===== src/pkg/edge_timer_pkg.sv =====
package edge_timer_pkg;
    // register byte addresses (one aligned word each)
    localparam logic [7:0] ctrl0_addr = 8'h00;
    localparam logic [7:0] ctrl1_addr = 8'h04;
    localparam logic [7:0] count_low_addr = 8'h08;
    localparam logic [7:0] count_high_addr = 8'h0C;
    localparam logic [7:0] cmp_low_addr = 8'h10;
    localparam logic [7:0] cmp_high_addr = 8'h14;
    localparam logic [7:0] cap_low_addr = 8'h18;
    localparam logic [7:0] cap_high_addr = 8'h1C;
    localparam logic [7:0] flags_addr = 8'h20;
    localparam int addr_w = 8;
    // control 0 field positions
    localparam int clk_sel_lsb = 4;
    localparam int module_on_bit = 3;
    localparam int src_sel_lsb = 0;
    // control 1 field positions
    localparam int edge_sel_lsb = 6;
    localparam int trig_en_bit = 5;
    localparam int filt_cnt_bit = 4;
    localparam int filt_clk_bit = 3;
    localparam int filt_en_bit = 2;
    localparam int clr_trig_bit = 1;
    localparam int clr_match_bit = 0;
    // flag register bits, write one to clear
    localparam int ovf_bit = 0;
    localparam int match_bit = 1;
    // reset values and the control 0 write mask
    localparam logic [7:0] ctrl_reset = 8'h00;
    localparam logic [7:0] ctrl0_mask = 8'h7B;
    localparam logic [15:0] count_reset = 16'h0000;
    // edge selection codes
    localparam logic [1:0] edge_off = 2'h0;
    localparam logic [1:0] edge_rise = 2'h1;
    localparam logic [1:0] edge_fall = 2'h2;
    localparam logic [1:0] edge_both = 2'h3;
    // count clock code for the pwm tick
    localparam logic [2:0] clk_pwm = 3'h0;
    // filter: samples needed and slow sample divide
    localparam int filt_short = 2;
    localparam int filt_long = 4;
    localparam int filt_div = 4;
    localparam logic [1:0] axi_okay = 2'h0;
    localparam logic [1:0] axi_slverr = 2'h2;
endpackage


===== src/design/edge_filter.sv =====
// glitch filter: edge passes once level held n samples
module edge_filter
    import edge_timer_pkg::*;
(
    input wire logic aclk,
    input wire logic aresetn,
    input wire logic enable,
    input wire logic slow_clk,
    input wire logic long_cnt,
    input wire logic din,
    output logic dout
);
    logic [1:0] div_ff;
    logic [2:0] hist_ff;
    logic stable_ff;
    wire sample = !slow_clk || (div_ff == 2'(filt_div - 1));
    wire all_hi = long_cnt ? (&hist_ff && din) : (hist_ff[0] && din);
    wire all_lo = long_cnt ? (~|hist_ff && !din) : (!hist_ff[0] && !din);
    // sample divider and history shift
    always_ff @(posedge aclk) begin
        if (!aresetn) begin
            div_ff <= 2'h0;
            hist_ff <= 3'h0;
            stable_ff <= 1'b0;
        end else begin
            div_ff <= div_ff + 2'h1;
            if (sample) begin
                hist_ff <= {hist_ff[1:0], din};
                if (all_hi)
                    stable_ff <= 1'b1; // RQ7
                else if (all_lo)
                    stable_ff <= 1'b0; // RQ7
            end
        end
    end
    assign dout = enable ? stable_ff : din;
endmodule


===== src/design/edge_timer.sv =====
// How it works
// [RQ1] 16-bit compare value in low/high byte registers, reset to zero.
// [RQ2] 16-bit capture value in two read-only bytes, undefined until captured.
// [RQ3] four capture sources; only the selected one triggers captures.
// [RQ4] capture on rising, falling or both edges by two-bit field.
// [RQ5] module enable off stops counter and idles the timer.
// [RQ6] separate capture input enable gates triggering.
// [RQ7] glitch filter needs 2 or 4 equal samples at fsys or fsys/4.
// [RQ8] valid trigger copies the counter into the capture pair.
// [RQ9] counter overflow sets the overflow flag.
// [RQ10] clear-after-trigger zeroes counter after capture, counting continues.
// [RQ11] counter equal to compare value sets the match flag.
// [RQ12] clear-after-match zeroes counter on compare match.
// [RQ13] count clock: code 0 pwm tick, else fsys divided 2 to 128.
// [RQ14] source codes: 0 hall a, 1 hall b, 2 hall c, 3 pin.
// [RQ15] edge codes: 0 off, 1 rising, 2 falling, 3 both.
// [RQ16] enable rising zeroes counter; falling keeps residual count.
// [RQ17] counter wraps from max to zero and keeps counting.
// [RQ18] flags stay set until software clears; set wins over clear.
//
// Register access over AXI4-Lite and the register addresses are this design's own decisions.
module edge_timer
    import edge_timer_pkg::*;
#(
    parameter int count_w = 16
)
(
    input wire logic aclk,
    input wire logic aresetn,
    input wire logic [edge_timer_pkg::addr_w-1:0] s_axi_awaddr,
    input wire logic s_axi_awvalid,
    output logic s_axi_awready,
    input wire logic [31:0] s_axi_wdata,
    input wire logic [3:0] s_axi_wstrb,
    input wire logic s_axi_wvalid,
    output logic s_axi_wready,
    output logic [1:0] s_axi_bresp,
    output logic s_axi_bvalid,
    input wire logic s_axi_bready,
    input wire logic [edge_timer_pkg::addr_w-1:0] s_axi_araddr,
    input wire logic s_axi_arvalid,
    output logic s_axi_arready,
    output logic [31:0] s_axi_rdata,
    output logic [1:0] s_axi_rresp,
    output logic s_axi_rvalid,
    input wire logic s_axi_rready,
    input wire logic hall_input_a,
    input wire logic hall_input_b,
    input wire logic hall_input_c,
    input wire logic external_trigger_pin,
    input wire logic pwm_period_tick,
    output logic overflow_flag,
    output logic match_flag
);
    import edge_timer_pkg::*;

    logic [7:0] ctrl0_ff, ctrl1_ff;
    logic [count_w-1:0] cmp_ff, cap_ff, cnt_ff;
    logic [6:0] pre_ff;
    logic on_d_ff, trig_d_ff, ovf_ff, match_ff;
    logic [addr_w-1:0] awaddr_ff;
    logic aw_held_ff, w_held_ff;
    logic [31:0] wdata_ff;
    logic [3:0] wstrb_ff;

    // control field decode
    wire [2:0] count_clock_select = ctrl0_ff[clk_sel_lsb +: 3];
    wire module_on = ctrl0_ff[module_on_bit];
    wire [1:0] trigger_source_select = ctrl0_ff[src_sel_lsb +: 2];
    wire [1:0] edge_select = ctrl1_ff[edge_sel_lsb +: 2];
    wire edge_select_hi = edge_select[1];
    wire edge_select_lo = edge_select[0];
    wire trigger_input_enable = ctrl1_ff[trig_en_bit];
    wire filter_sample_count_select = ctrl1_ff[filt_cnt_bit];
    wire filter_sample_clock_select = ctrl1_ff[filt_clk_bit];
    wire glitch_filter_enable = ctrl1_ff[filt_en_bit];
    wire clear_after_trigger = ctrl1_ff[clr_trig_bit];
    wire clear_after_match = ctrl1_ff[clr_match_bit];

    // 16-bit views of the counter-width registers for byte access
    wire [15:0] cnt_word = 16'(cnt_ff);
    wire [15:0] cmp_word = 16'(cmp_ff);
    wire [15:0] cap_word = 16'(cap_ff);

    // source select and filter
    wire [3:0] src_vec = {external_trigger_pin, hall_input_c,
                          hall_input_b, hall_input_a};
    wire src_raw = src_vec[trigger_source_select]; // RQ3 RQ14
    wire trig_lvl;
    edge_filter u_filter (
        .aclk(aclk),
        .aresetn(aresetn),
        .enable(glitch_filter_enable && module_on), // RQ7
        .slow_clk(filter_sample_clock_select),
        .long_cnt(filter_sample_count_select),
        .din(src_raw),
        .dout(trig_lvl)
    );

    // edge detect and capture gating
    wire rise = trig_lvl && !trig_d_ff;
    wire fall = !trig_lvl && trig_d_ff;
    wire edge_hit = (edge_select_lo && rise)
                  || (edge_select_hi && fall); // RQ4 RQ15
    wire capture = module_on && trigger_input_enable
                 && edge_hit; // RQ6 RQ8

    // count tick: pwm tick or prescaler tap
    wire [7:0] pre_next = {1'b0, pre_ff} + 8'h01;
    wire div_tick = pre_next[count_clock_select - 3'h1]
                  && !pre_ff[count_clock_select - 3'h1];
    wire tick = (count_clock_select == clk_pwm)
              ? pwm_period_tick : div_tick; // RQ13
    wire at_max = &cnt_ff;
    wire cmp_hit = module_on && (cnt_ff == cmp_ff); // RQ11
    wire hit_new = cmp_hit && (tick || capture);
    wire ovf_evt = module_on && tick && at_max; // RQ9
    wire on_rise = module_on && !on_d_ff;

    // counter next value
    logic [count_w-1:0] nxt_cnt;
    always_comb begin
        nxt_cnt = cnt_ff;
        if (on_rise)
            nxt_cnt = '0; // RQ16
        else if (!module_on)
            nxt_cnt = cnt_ff; // RQ5 RQ16
        else if (capture && clear_after_trigger)
            nxt_cnt = '0; // RQ10
        else if (cmp_hit && clear_after_match && tick)
            nxt_cnt = '0; // RQ12
        else if (tick)
            nxt_cnt = cnt_ff + 1'b1; // RQ17
    end

    // counter, prescaler, enable and trigger delay registers
    always_ff @(posedge aclk) begin
        if (!aresetn) begin
            cnt_ff <= count_w'(count_reset);
            pre_ff <= 7'h00;
            on_d_ff <= 1'b0;
            trig_d_ff <= 1'b0;
        end else begin
            cnt_ff <= nxt_cnt;
            pre_ff <= module_on ? pre_next[6:0] : 7'h00; // RQ5
            on_d_ff <= module_on;
            trig_d_ff <= trig_lvl;
        end
    end
    // capture pair: content means nothing until the first capture
    always_ff @(posedge aclk) begin
        if (!aresetn)
            cap_ff <= '0; // RQ2
        else if (capture)
            cap_ff <= cnt_ff; // RQ2 RQ8
    end

    // axi write: hold address and data in either order
    wire aw_ok = aw_held_ff || s_axi_awvalid;
    wire w_ok = w_held_ff || s_axi_wvalid;
    wire do_write = aw_ok && w_ok && !s_axi_bvalid;
    wire [addr_w-1:0] wr_addr = aw_held_ff ? awaddr_ff : s_axi_awaddr;
    wire [31:0] wr_data = w_held_ff ? wdata_ff : s_axi_wdata;
    wire [3:0] wr_strb = w_held_ff ? wstrb_ff : s_axi_wstrb;
    wire wr_lane = wr_strb[0];
    wire [7:0] wr_byte = wr_data[7:0];
    wire wr_map = (wr_addr <= flags_addr) && (wr_addr[1:0] == 2'h0);
    wire wr_en = do_write && wr_lane;
    wire clr_ovf = wr_en && wr_addr == flags_addr && wr_byte[ovf_bit];
    wire clr_match = wr_en && wr_addr == flags_addr && wr_byte[match_bit];
    assign s_axi_awready = !aw_held_ff && !s_axi_bvalid;
    assign s_axi_wready = !w_held_ff && !s_axi_bvalid;

    // write channel state
    always_ff @(posedge aclk) begin
        if (!aresetn) begin
            aw_held_ff <= 1'b0;
            w_held_ff <= 1'b0;
            awaddr_ff <= '0;
            wdata_ff <= 32'h0000_0000;
            wstrb_ff <= 4'h0;
            s_axi_bvalid <= 1'b0;
            s_axi_bresp <= axi_okay;
        end else begin
            if (do_write) begin
                aw_held_ff <= 1'b0;
                w_held_ff <= 1'b0;
                s_axi_bvalid <= 1'b1;
                s_axi_bresp <= wr_map ? axi_okay : axi_slverr;
            end else begin
                if (s_axi_awvalid && s_axi_awready) begin
                    aw_held_ff <= 1'b1;
                    awaddr_ff <= s_axi_awaddr;
                end
                if (s_axi_wvalid && s_axi_wready) begin
                    w_held_ff <= 1'b1;
                    wdata_ff <= s_axi_wdata;
                    wstrb_ff <= s_axi_wstrb;
                end
                if (s_axi_bready)
                    s_axi_bvalid <= 1'b0;
            end
        end
    end

    // software registers and sticky flags
    always_ff @(posedge aclk) begin
        if (!aresetn) begin
            ctrl0_ff <= ctrl_reset;
            ctrl1_ff <= ctrl_reset;
            cmp_ff <= count_w'(count_reset); // RQ1
            ovf_ff <= 1'b0;
            match_ff <= 1'b0;
        end else begin
            if (wr_en && wr_addr == ctrl0_addr)
                ctrl0_ff <= wr_byte & ctrl0_mask;
            if (wr_en && wr_addr == ctrl1_addr)
                ctrl1_ff <= wr_byte;
            if (wr_en && wr_addr == cmp_low_addr)
                cmp_ff <= count_w'({cmp_word[15:8], wr_byte}); // RQ1
            if (wr_en && wr_addr == cmp_high_addr)
                cmp_ff <= count_w'({wr_byte, cmp_word[7:0]}); // RQ1
            ovf_ff <= ovf_evt || (ovf_ff && !clr_ovf); // RQ9 RQ18
            match_ff <= hit_new || (match_ff && !clr_match); // RQ11 RQ18
        end
    end
    assign overflow_flag = ovf_ff;
    assign match_flag = match_ff;

    // read mux
    logic [7:0] rd_byte;
    always_comb begin
        unique case (s_axi_araddr)
            ctrl0_addr: rd_byte = ctrl0_ff;
            ctrl1_addr: rd_byte = ctrl1_ff;
            count_low_addr: rd_byte = cnt_word[7:0];
            count_high_addr: rd_byte = cnt_word[15:8];
            cmp_low_addr: rd_byte = cmp_word[7:0];
            cmp_high_addr: rd_byte = cmp_word[15:8];
            cap_low_addr: rd_byte = cap_word[7:0];
            cap_high_addr: rd_byte = cap_word[15:8];
            flags_addr: rd_byte = {6'h00, match_ff, ovf_ff};
            default: rd_byte = 8'h00;
        endcase
    end
    wire rd_map = (s_axi_araddr <= flags_addr)
                && (s_axi_araddr[1:0] == 2'h0);
    assign s_axi_arready = !s_axi_rvalid;

    // read channel
    always_ff @(posedge aclk) begin
        if (!aresetn) begin
            s_axi_rvalid <= 1'b0;
            s_axi_rdata <= 32'h0000_0000;
            s_axi_rresp <= axi_okay;
        end else if (s_axi_arvalid && s_axi_arready) begin
            s_axi_rvalid <= 1'b1;
            s_axi_rdata <= {24'h000000, rd_map ? rd_byte : 8'h00};
            s_axi_rresp <= rd_map ? axi_okay : axi_slverr;
        end else if (s_axi_rready) begin
            s_axi_rvalid <= 1'b0;
        end
    end
endmodule


===== config.mk =====
export PLATFORM = sky130hd
export DESIGN_NAME = edge_timer
export DESIGN_NICKNAME = d
export VERILOG_FILES = /design/src/pkg/edge_timer_pkg.sv /design/src/design/edge_filter.sv /design/src/design/edge_timer.sv
export SDC_FILE = /design/constraint.sdc
export NUM_CORES = 1
export LEC_CHECK = 0
export BUFFER_PORTS_ARGS = -buffer_cell sky130_fd_sc_hd__buf_2
export CAP_MARGIN = 5
export CORE_MARGIN = 4
export CORE_UTILIZATION = 36
export CTS_CLUSTER_SIZE = 24
export DETAILED_ROUTE_END_ITERATION = 6
export PLACE_DENSITY = 0.54
export SYNTH_ARGS = -nofsm -noshare
export SYNTH_HDL_FRONTEND = slang
export SYNTH_SLANG_ARGS = --single-unit
export TNS_END_PERCENT = 10

===== constraint.sdc =====
create_clock -name aclk -period 2.68 [get_ports aclk]
set_input_delay 0.67 -clock aclk [delete_from_list [all_inputs] [get_ports aclk]]
set_output_delay 0.67 -clock aclk [all_outputs]
set_load 0.005 [all_outputs]

### Yosys cells after proc, flatten, opt, wreduce, memory -nomap -nowiden

Index checks and enable logic that the tools add are counted.

| cells by class | value |
|---|---|
| $add $sub $neg | 4 |
| magnitude comparators | 4 |
| equal/unequal tests | 14 |
| mux-type cells | 28 |
| bitwise logic cells | 3 |
| reduce and logical (&&, ||, !) cells | 80 |

Operator list:

| kind | count |
|---|---|
| one-hot mux 8 bit (9 select lines) | 1 |
| 2-to-1 mux 16 bit | 4 |
| == test 8 x 5 -> 1 bit (second input constant) | 6 |
| logical AND 1 bit | 39 |
| 2-to-1 mux 8 bit | 4 |
| adder 16 x 1 -> 16 bit (second input constant) | 1 |
| == test 16 bit | 1 |
| == test 8 x 3 -> 1 bit (second input constant) | 2 |
| == test 8 x 4 -> 1 bit (second input constant) | 2 |
| == test 8 x 6 -> 1 bit (second input constant) | 2 |
| <= comparator 8 x 6 -> 1 bit (second input constant) | 2 |
| zero test 8 bit | 2 |
| AND reduction 16 bit | 1 |
| zero test 1 bit | 14 |
| 2-to-1 mux 1 bit | 14 |
| AND reduction 2 bit | 6 |
| adder 7 x 1 -> 8 bit (second input constant) | 1 |
| logical OR 1 bit | 7 |
| binary-select mux 1 bit (select 3 bit) | 2 |
| nonzero test 2 bit | 3 |
| zero test 2 bit | 2 |
| less-than comparator 3 x 4 -> 1 bit (second input constant) | 1 |
| 2-to-1 mux 2 bit | 2 |
| OR reduction 2 bit | 2 |
| 10 further kinds | 12 |

| storage, ports and cells | value |
|---|---|
| bits in registers | 112 |
| input port bits | 64 |
| output and inout port bits | 43 |
| logic and storage cells | 157 |

### Longest topological paths before layout

| depth | value |
|---|---|
| depth after elaboration | 11 |
| depth in mapped cells | 10 |
| depth with buffers taken out | 9 |

### Modules after synthesis

From an unflattened synthesis, not the netlist that was laid out.

| unflattened totals | value |
|---|---|
| cell total of the unflattened synthesis | 632 |
| area, all modules | 5856.9 µm² |

Modules (own cells, without submodules):

| module | times used | cells an instance | area an instance (µm²) | sequential area each (µm²) |
|---|---|---|---|---|
| edge_timer | 1 | 606 | 5576.6 | 2082.0 |
| edge_filter | 1 | 26 | 280.3 | 120.1 |

### Worst setup path before layout

OpenSTA, ideal clock, no wires.

| timing path | value |
|---|---|
| path kind | in2reg |
| from | input port external_trigger_pin |
| to | register cnt_ff[2] |
| setup time | 0.122 ns |
| data arrival time | 2.273 ns |
| data required time | 2.558 ns |
| setup slack | 0.285 ns |
| stages | 8 |
| path buffers | 1 |
| path through | mux4_2 mux2i_4 mux2i_1 nand2_1 and4b_1 buf_6 and3b_1 a221o_1 |

| on the way | value |
|---|---|
| cells in the longest elaborated chain, start to end | 11 |
| elaborated cells on any way between the ends | 14 |
| those cells by class | 4 x mux; 10 x reduce/logical |

Ends and longest elaborated chain:

| item | line | text |
|---|---|---|
| from (decl) | edge_timer.sv:50 | `input wire logic external_trigger_pin,` |
| binary-select mux 1 bit (select 2 bit) (*) | edge_timer.sv:88 | `wire src_raw = src_vec[trigger_source_select];` |
| 2-to-1 mux 1 bit (implied by the code) (*) | edge_timer.sv:88 |  |
| 2-to-1 mux 1 bit (*) | edge_filter.sv:36 | `assign dout = enable ? stable_ff : din;` |
| zero test 1 bit | edge_timer.sv:102 | `wire fall = !trig_lvl && trig_d_ff;` |
| logical AND 1 bit | edge_timer.sv:102 |  |
| logical AND 1 bit | edge_timer.sv:104 | `\|\| (edge_select_hi && fall);` |
| logical OR 1 bit (*) | edge_timer.sv:104 |  |
| logical AND 1 bit (*) | edge_timer.sv:106 | `&& edge_hit;` |
| logical AND 1 bit (*) | edge_timer.sv:128 | `else if (capture && clear_after_trigger)` |
| nonzero test 3 bit (no line) | -- |  |
| AND reduction 2 bit (no line) | -- |  |
| to (signal assigned) | edge_timer.sv:139 | `cnt_ff <= count_w'(count_reset);` |
| to (signal assigned) | edge_timer.sv:144 | `cnt_ff <= nxt_cnt;` |
| to (decl) | edge_timer.sv:58 | `logic [count_w-1:0] cmp_ff, cap_ff, cnt_ff;` |

Mark *: on every way between the ends. The rest lies on a longest branch, timed or not. The select of a mux whose other input is x is not followed.
A chain may end at the register's enable or synchronous reset.

### Worst setup path after layout

| timing path | value |
|---|---|
| from | register ctrl0_ff[5] |
| to | register cnt_ff[6] |

| on the way | value |
|---|---|
| cells in the longest elaborated chain, start to end | 9 |
| elaborated cells on any way between the ends | 14 |
| those cells by class | 1 x add/sub; 7 x mux; 6 x reduce/logical |

Ends and longest elaborated chain:

| item | line | text |
|---|---|---|
| from (decl) | edge_timer.sv:57 | `logic [7:0] ctrl0_ff, ctrl1_ff;` |
| from (signal assigned) | edge_timer.sv:209 | `ctrl0_ff <= ctrl_reset;` |
| from (signal assigned) | edge_timer.sv:216 | `ctrl0_ff <= wr_byte & ctrl0_mask;` |
| subtractor 3 x 1 -> 3 bit | edge_timer.sv:110, edge_timer.sv:111 |  |
| binary-select mux 1 bit (select 3 bit) | edge_timer.sv:111 | `&& !pre_ff[count_clock_select - 3'h1];` |
| 2-to-1 mux 1 bit (implied by the code) | edge_timer.sv:111 |  |
| zero test 1 bit | edge_timer.sv:111 |  |
| logical AND 1 bit | edge_timer.sv:111 |  |
| 2-to-1 mux 1 bit (*) | edge_timer.sv:113 | `? pwm_period_tick : div_tick;` |
| logical AND 1 bit | edge_timer.sv:130 | `else if (cmp_hit && clear_after_match && tick)` |
| nonzero test 3 bit (no line) / 2-to-1 mux 16 bit (equally long branches) | -- |  |
| AND reduction 2 bit (no line) / 2-to-1 mux 16 bit (equally long branches) | -- |  |

Marked as above.

==> flow_summary.yaml <==
drt:
  num_vias: 4728
  post-route-drc-count: 0
  postRouteAntennaNets: 0
  finalWirelength_um: 14600
  drt_pre_antenna_iters: 5
  drt_iter0_markers: 384
  post_drt_via_cell_ratio: 5.271
  detail_route.wl_per_cell_um: 16.27
yosys:
  synth-main-ff-cell: "sky130_fd_sc_hd__dfxtp_1"
  synthXorXnorAreaFrac: 0.03135
  main_combinational_cell_family_by_area_after_synthesis: "simple AND/OR/NAND/NOR gates"
  synth.lib_cells_used.distinct: 61
  post_synth.cell_area_avg_um2: 8.715
  yosysWarningCount: 0
  synth.area.top_cells: "sky130_fd_sc_hd__dfxtp_1 39%, sky130_fd_sc_hd__mux2i_1 12%, sky130_fd_sc_hd__nor2_1 7.7%, sky130_fd_sc_hd__a22oi_1 4.0%, sky130_fd_sc_hd__buf_4 3.6%"
  muxShareOfSynthArea: 0.1467
  postSynthCellCount: 641
  synth_async_sr_flop_share: 0
  flops_latches_synth: 110
  synth_compound_gate_area_share: 0.1355
  synth_edf_count: 0
  synth_area_leader_cell: "sky130_fd_sc_hd__dfxtp_1"
  synth-seq-area-share: 0.3942
  area_fraction_of_the_dominant_cell_type_after_synthesis: 0.3942
  yosys.area_share.adder: 0.01120
  yosys.area_share.simple: 0.2049
  post_synth_instance_area_um2: 5587
layout:
  area_delta_synth_final_pct: 14.69
  multi_input_area_um2: 3065
  most_used_cells_in_the_layout_excluding_fill_and_tap_cells: "115 x sky130_fd_sc_hd__nor2_1, 109 x sky130_fd_sc_hd__dfxtp_1, 65 x sky130_fd_sc_hd__mux2i_1"
  final_core_util: 0.4215
  drive_above_1_share: 0.1834
  antenna_cells: 0
  final_nets: 773
  final_common_cell: "sky130_fd_sc_hd__nor2_1"
  num-fill-cells: 1523
  area.sequential_um2: 2203
cts:
  h_tree_levels: 3
  tritoncts_num_sinks: 110
  clk-insertion-delay-late_ps: 360
  post_cts_hold_buffer_count: 0
  clk_pin_slew_worst_paths_ps: 80
  tritoncts_clock_tree: "built"
  clk_root_buffer_cell: "sky130_fd_sc_hd__clkbuf_16"
  cts-root-to-sink-buffers: 2
  cts_buffers: 9
run:
  drv.max_cap_violation_count: 0
setup_path:
  timing.rr.start: "ctrl0_ff[5]"
  number_of_cells_on_the_worst_reg_to_reg_path: 10
  regToRegEndpoint: "cnt_ff[6]"
  worst-path-max-fanout: 8
  worst_setup_path_start_kind: "flip-flop"
  worstPathRequired_ps: 2920
  worstSetupStartpoint: "ctrl0_ff[5]"
  setup.worst_path.class: "flip-flop to flip-flop"
  cp-end-kind: "flip-flop"
  critical_path_arrival_ps: 2720
  rrSetupSlack_ps: 200
pwr:
  maximum_vdd_drop_mv: 0.2760
  static-leakage-power_nw: 2.947
  p_per_area_nw_per_um2: 510.1
status:
  status: "complete, no violations"
die:
  initial_core_util: 0.3675
  placementRows: 45
  fp.dieW_um: 132.6
  dieArea_um2: 17570
  die_height_um: 132.6
  io_pins: 107
  core_area_um2: 15200
grt:
  global_route_wire_length_before_repair_um: 23870
  first_global_vias: 4572
  grt_max_degree: 81
  grt_antenna_before_repair: 0
  overflow: 0
  track_usage: 0.1679
timing:
  rsz0062_at_grt: "no"
  final_min_period_over_clock_period: 0.9251
  fin_crit_ps: 2479
  timing.hold.ws_ps: 426.8
  finalSetupViolations: 0
  skew_ps: 8.468
  setup_total_negative_slack_ps: 0
  pin_slew_with_the_least_headroom_to_its_limit_ps: 866.1
  drv_slew: 0
  fmax_mhz: 403.4
  finalHoldViolations: 0
  max-slew-margin-rel: 0.4226
hold_path:
  whs_endpoint: "u_filter.div_ff[0]"
  worstHoldPathCells: 1
  hold_path_class: "flip-flop to flip-flop"
  hp-start: "u_filter.div_ff[0]"
placed_design:
  hpwlAfterDp_um: 10770
  portBuffers: 53
  gp_routability_congestion: 0.8746
==> power breakdown <==
group	leakage, nW	total [mW]	switching [mW]	internal (mW)
clock	0.143	1.33	0.659	0.674
combinational	1.91	0.253	0.151	0.102
sequential	0.890	1.68	0.0208	1.66
total	2.95	3.27	0.831	2.44
==> layer usage <==
metal	global-route usage	wire, µm	vias up
met5	0	0	-
met4	0.06062	269	0
met3	0.03042	628	20
met2	0.2728	6854	123
met1	0.2241	6846	2238
li1	-	-	2347
==> cell type report <==
type	instances	area share
Timing Repair Buffer	90	0.08670
Clock inverter	6	0.008202
Inverter	15	0.008787
Clock buffer	10	0.03730
Multi-Input combinational cell	478	0.4784
Tap cell	188	0.03671
Sequential cell	110	0.3439
==> worst max-delay path: stages (launching register included) <==
cell                        delay [ps]
sky130_fd_sc_hd__dfxtp_2           370
sky130_fd_sc_hd__inv_1              80
sky130_fd_sc_hd__ha_1              290
sky130_fd_sc_hd__nand4b_1          150
sky130_fd_sc_hd__nor4_1             70
sky130_fd_sc_hd__a2111oi_1         370
sky130_fd_sc_hd__nand2_1           170
sky130_fd_sc_hd__and4b_1           230
sky130_fd_sc_hd__buf_4             170
sky130_fd_sc_hd__buf_4             170
sky130_fd_sc_hd__a221o_1           290
==> how the worst max path moves through the flow <==
stage | slack, ps | end | depth (start not counted)
final | 200 | cnt_ff[6] | 10
after CTS | 130 | cnt_ff[6] | 10
after global placement | -40 | cnt_ff[0] | 9
after floorplan | 290 | cnt_ff[2] | 8
after global routing | 30 | cnt_ff[9] | 11
after detailed placement | -30 | cnt_ff[0] | 9
==> logic make-up after synthesis <==
kind of cell               Yosys count
DFF                                110
and+or+nand+nor                    244
adders and majority gates            5
AOI/OAI and AO/OA                  105
muxes                               78
other                                1
buffers and inverters               78
xor gates and xnor gates            20
==> sequential cells by signal, indices dropped and copies added, names as in the netlist, 2 cells and up <==
register / flops
ctrl1_ff: 8
awaddr_ff: 8
wdata_ff: 8
s_axi_rdata: 8
cnt_ff: 16
u_filter.div_ff: 2
cmp_ff: 16
ctrl0_ff: 6
u_filter.hist_ff: 3
pre_ff: 7
cap_ff: 16
==> what timing repair did <==
| item | in CTS | in global routing |
|---|---|---|
| resized for setup | 0 | 3 |
| buffers inserted | 0 | 0 |
| setup endpoints to repair | 0 | 14 |
==> stage by stage <==
step / setup WS (ps) / std cells / power, mW / area [µm²]
2_1_floorplan: 285.4 / 666 / 1.906 / 5680
3_3_place_gp: -36.27 / 881 / 1.964 / 6106
3_5_place_dp: -32.19 / 881 / 1.974 / 6106
4_1_cts: 134.0 / 897 / 3.302 / 6397
5_1_grt: 30.97 / 897 / 3.387 / 6407
6_report: 200.8 / 897 / 3.268 / 6407
==> synthesized netlist by cell type, types with 3 or more instances <==
master                     number
sky130_fd_sc_hd__nand4_1        7
sky130_fd_sc_hd__a22oi_1       30
sky130_fd_sc_hd__buf_2          4
sky130_fd_sc_hd__o21ai_0       14
sky130_fd_sc_hd__clkbuf_1      28
sky130_fd_sc_hd__buf_4         27
sky130_fd_sc_hd__a21oi_1       19
sky130_fd_sc_hd__xnor2_1       18
sky130_fd_sc_hd__and3_1        14
sky130_fd_sc_hd__a221o_1       13
sky130_fd_sc_hd__nand3b_1       7
sky130_fd_sc_hd__a211oi_1       3
sky130_fd_sc_hd__o21a_1         3
sky130_fd_sc_hd__mux2i_1       65
sky130_fd_sc_hd__mux2_2        11
sky130_fd_sc_hd__dfxtp_1      110
sky130_fd_sc_hd__nor4_1         5
sky130_fd_sc_hd__ha_1           5
sky130_fd_sc_hd__or2_2          4
sky130_fd_sc_hd__nor2_1       115
sky130_fd_sc_hd__inv_1         14
sky130_fd_sc_hd__or3_1          6
sky130_fd_sc_hd__nand2_1       41
sky130_fd_sc_hd__buf_6          3
sky130_fd_sc_hd__nand2b_1       5
sky130_fd_sc_hd__nor3_1         5
sky130_fd_sc_hd__nand3_1       19
Power figures use the tool's default switching activity.
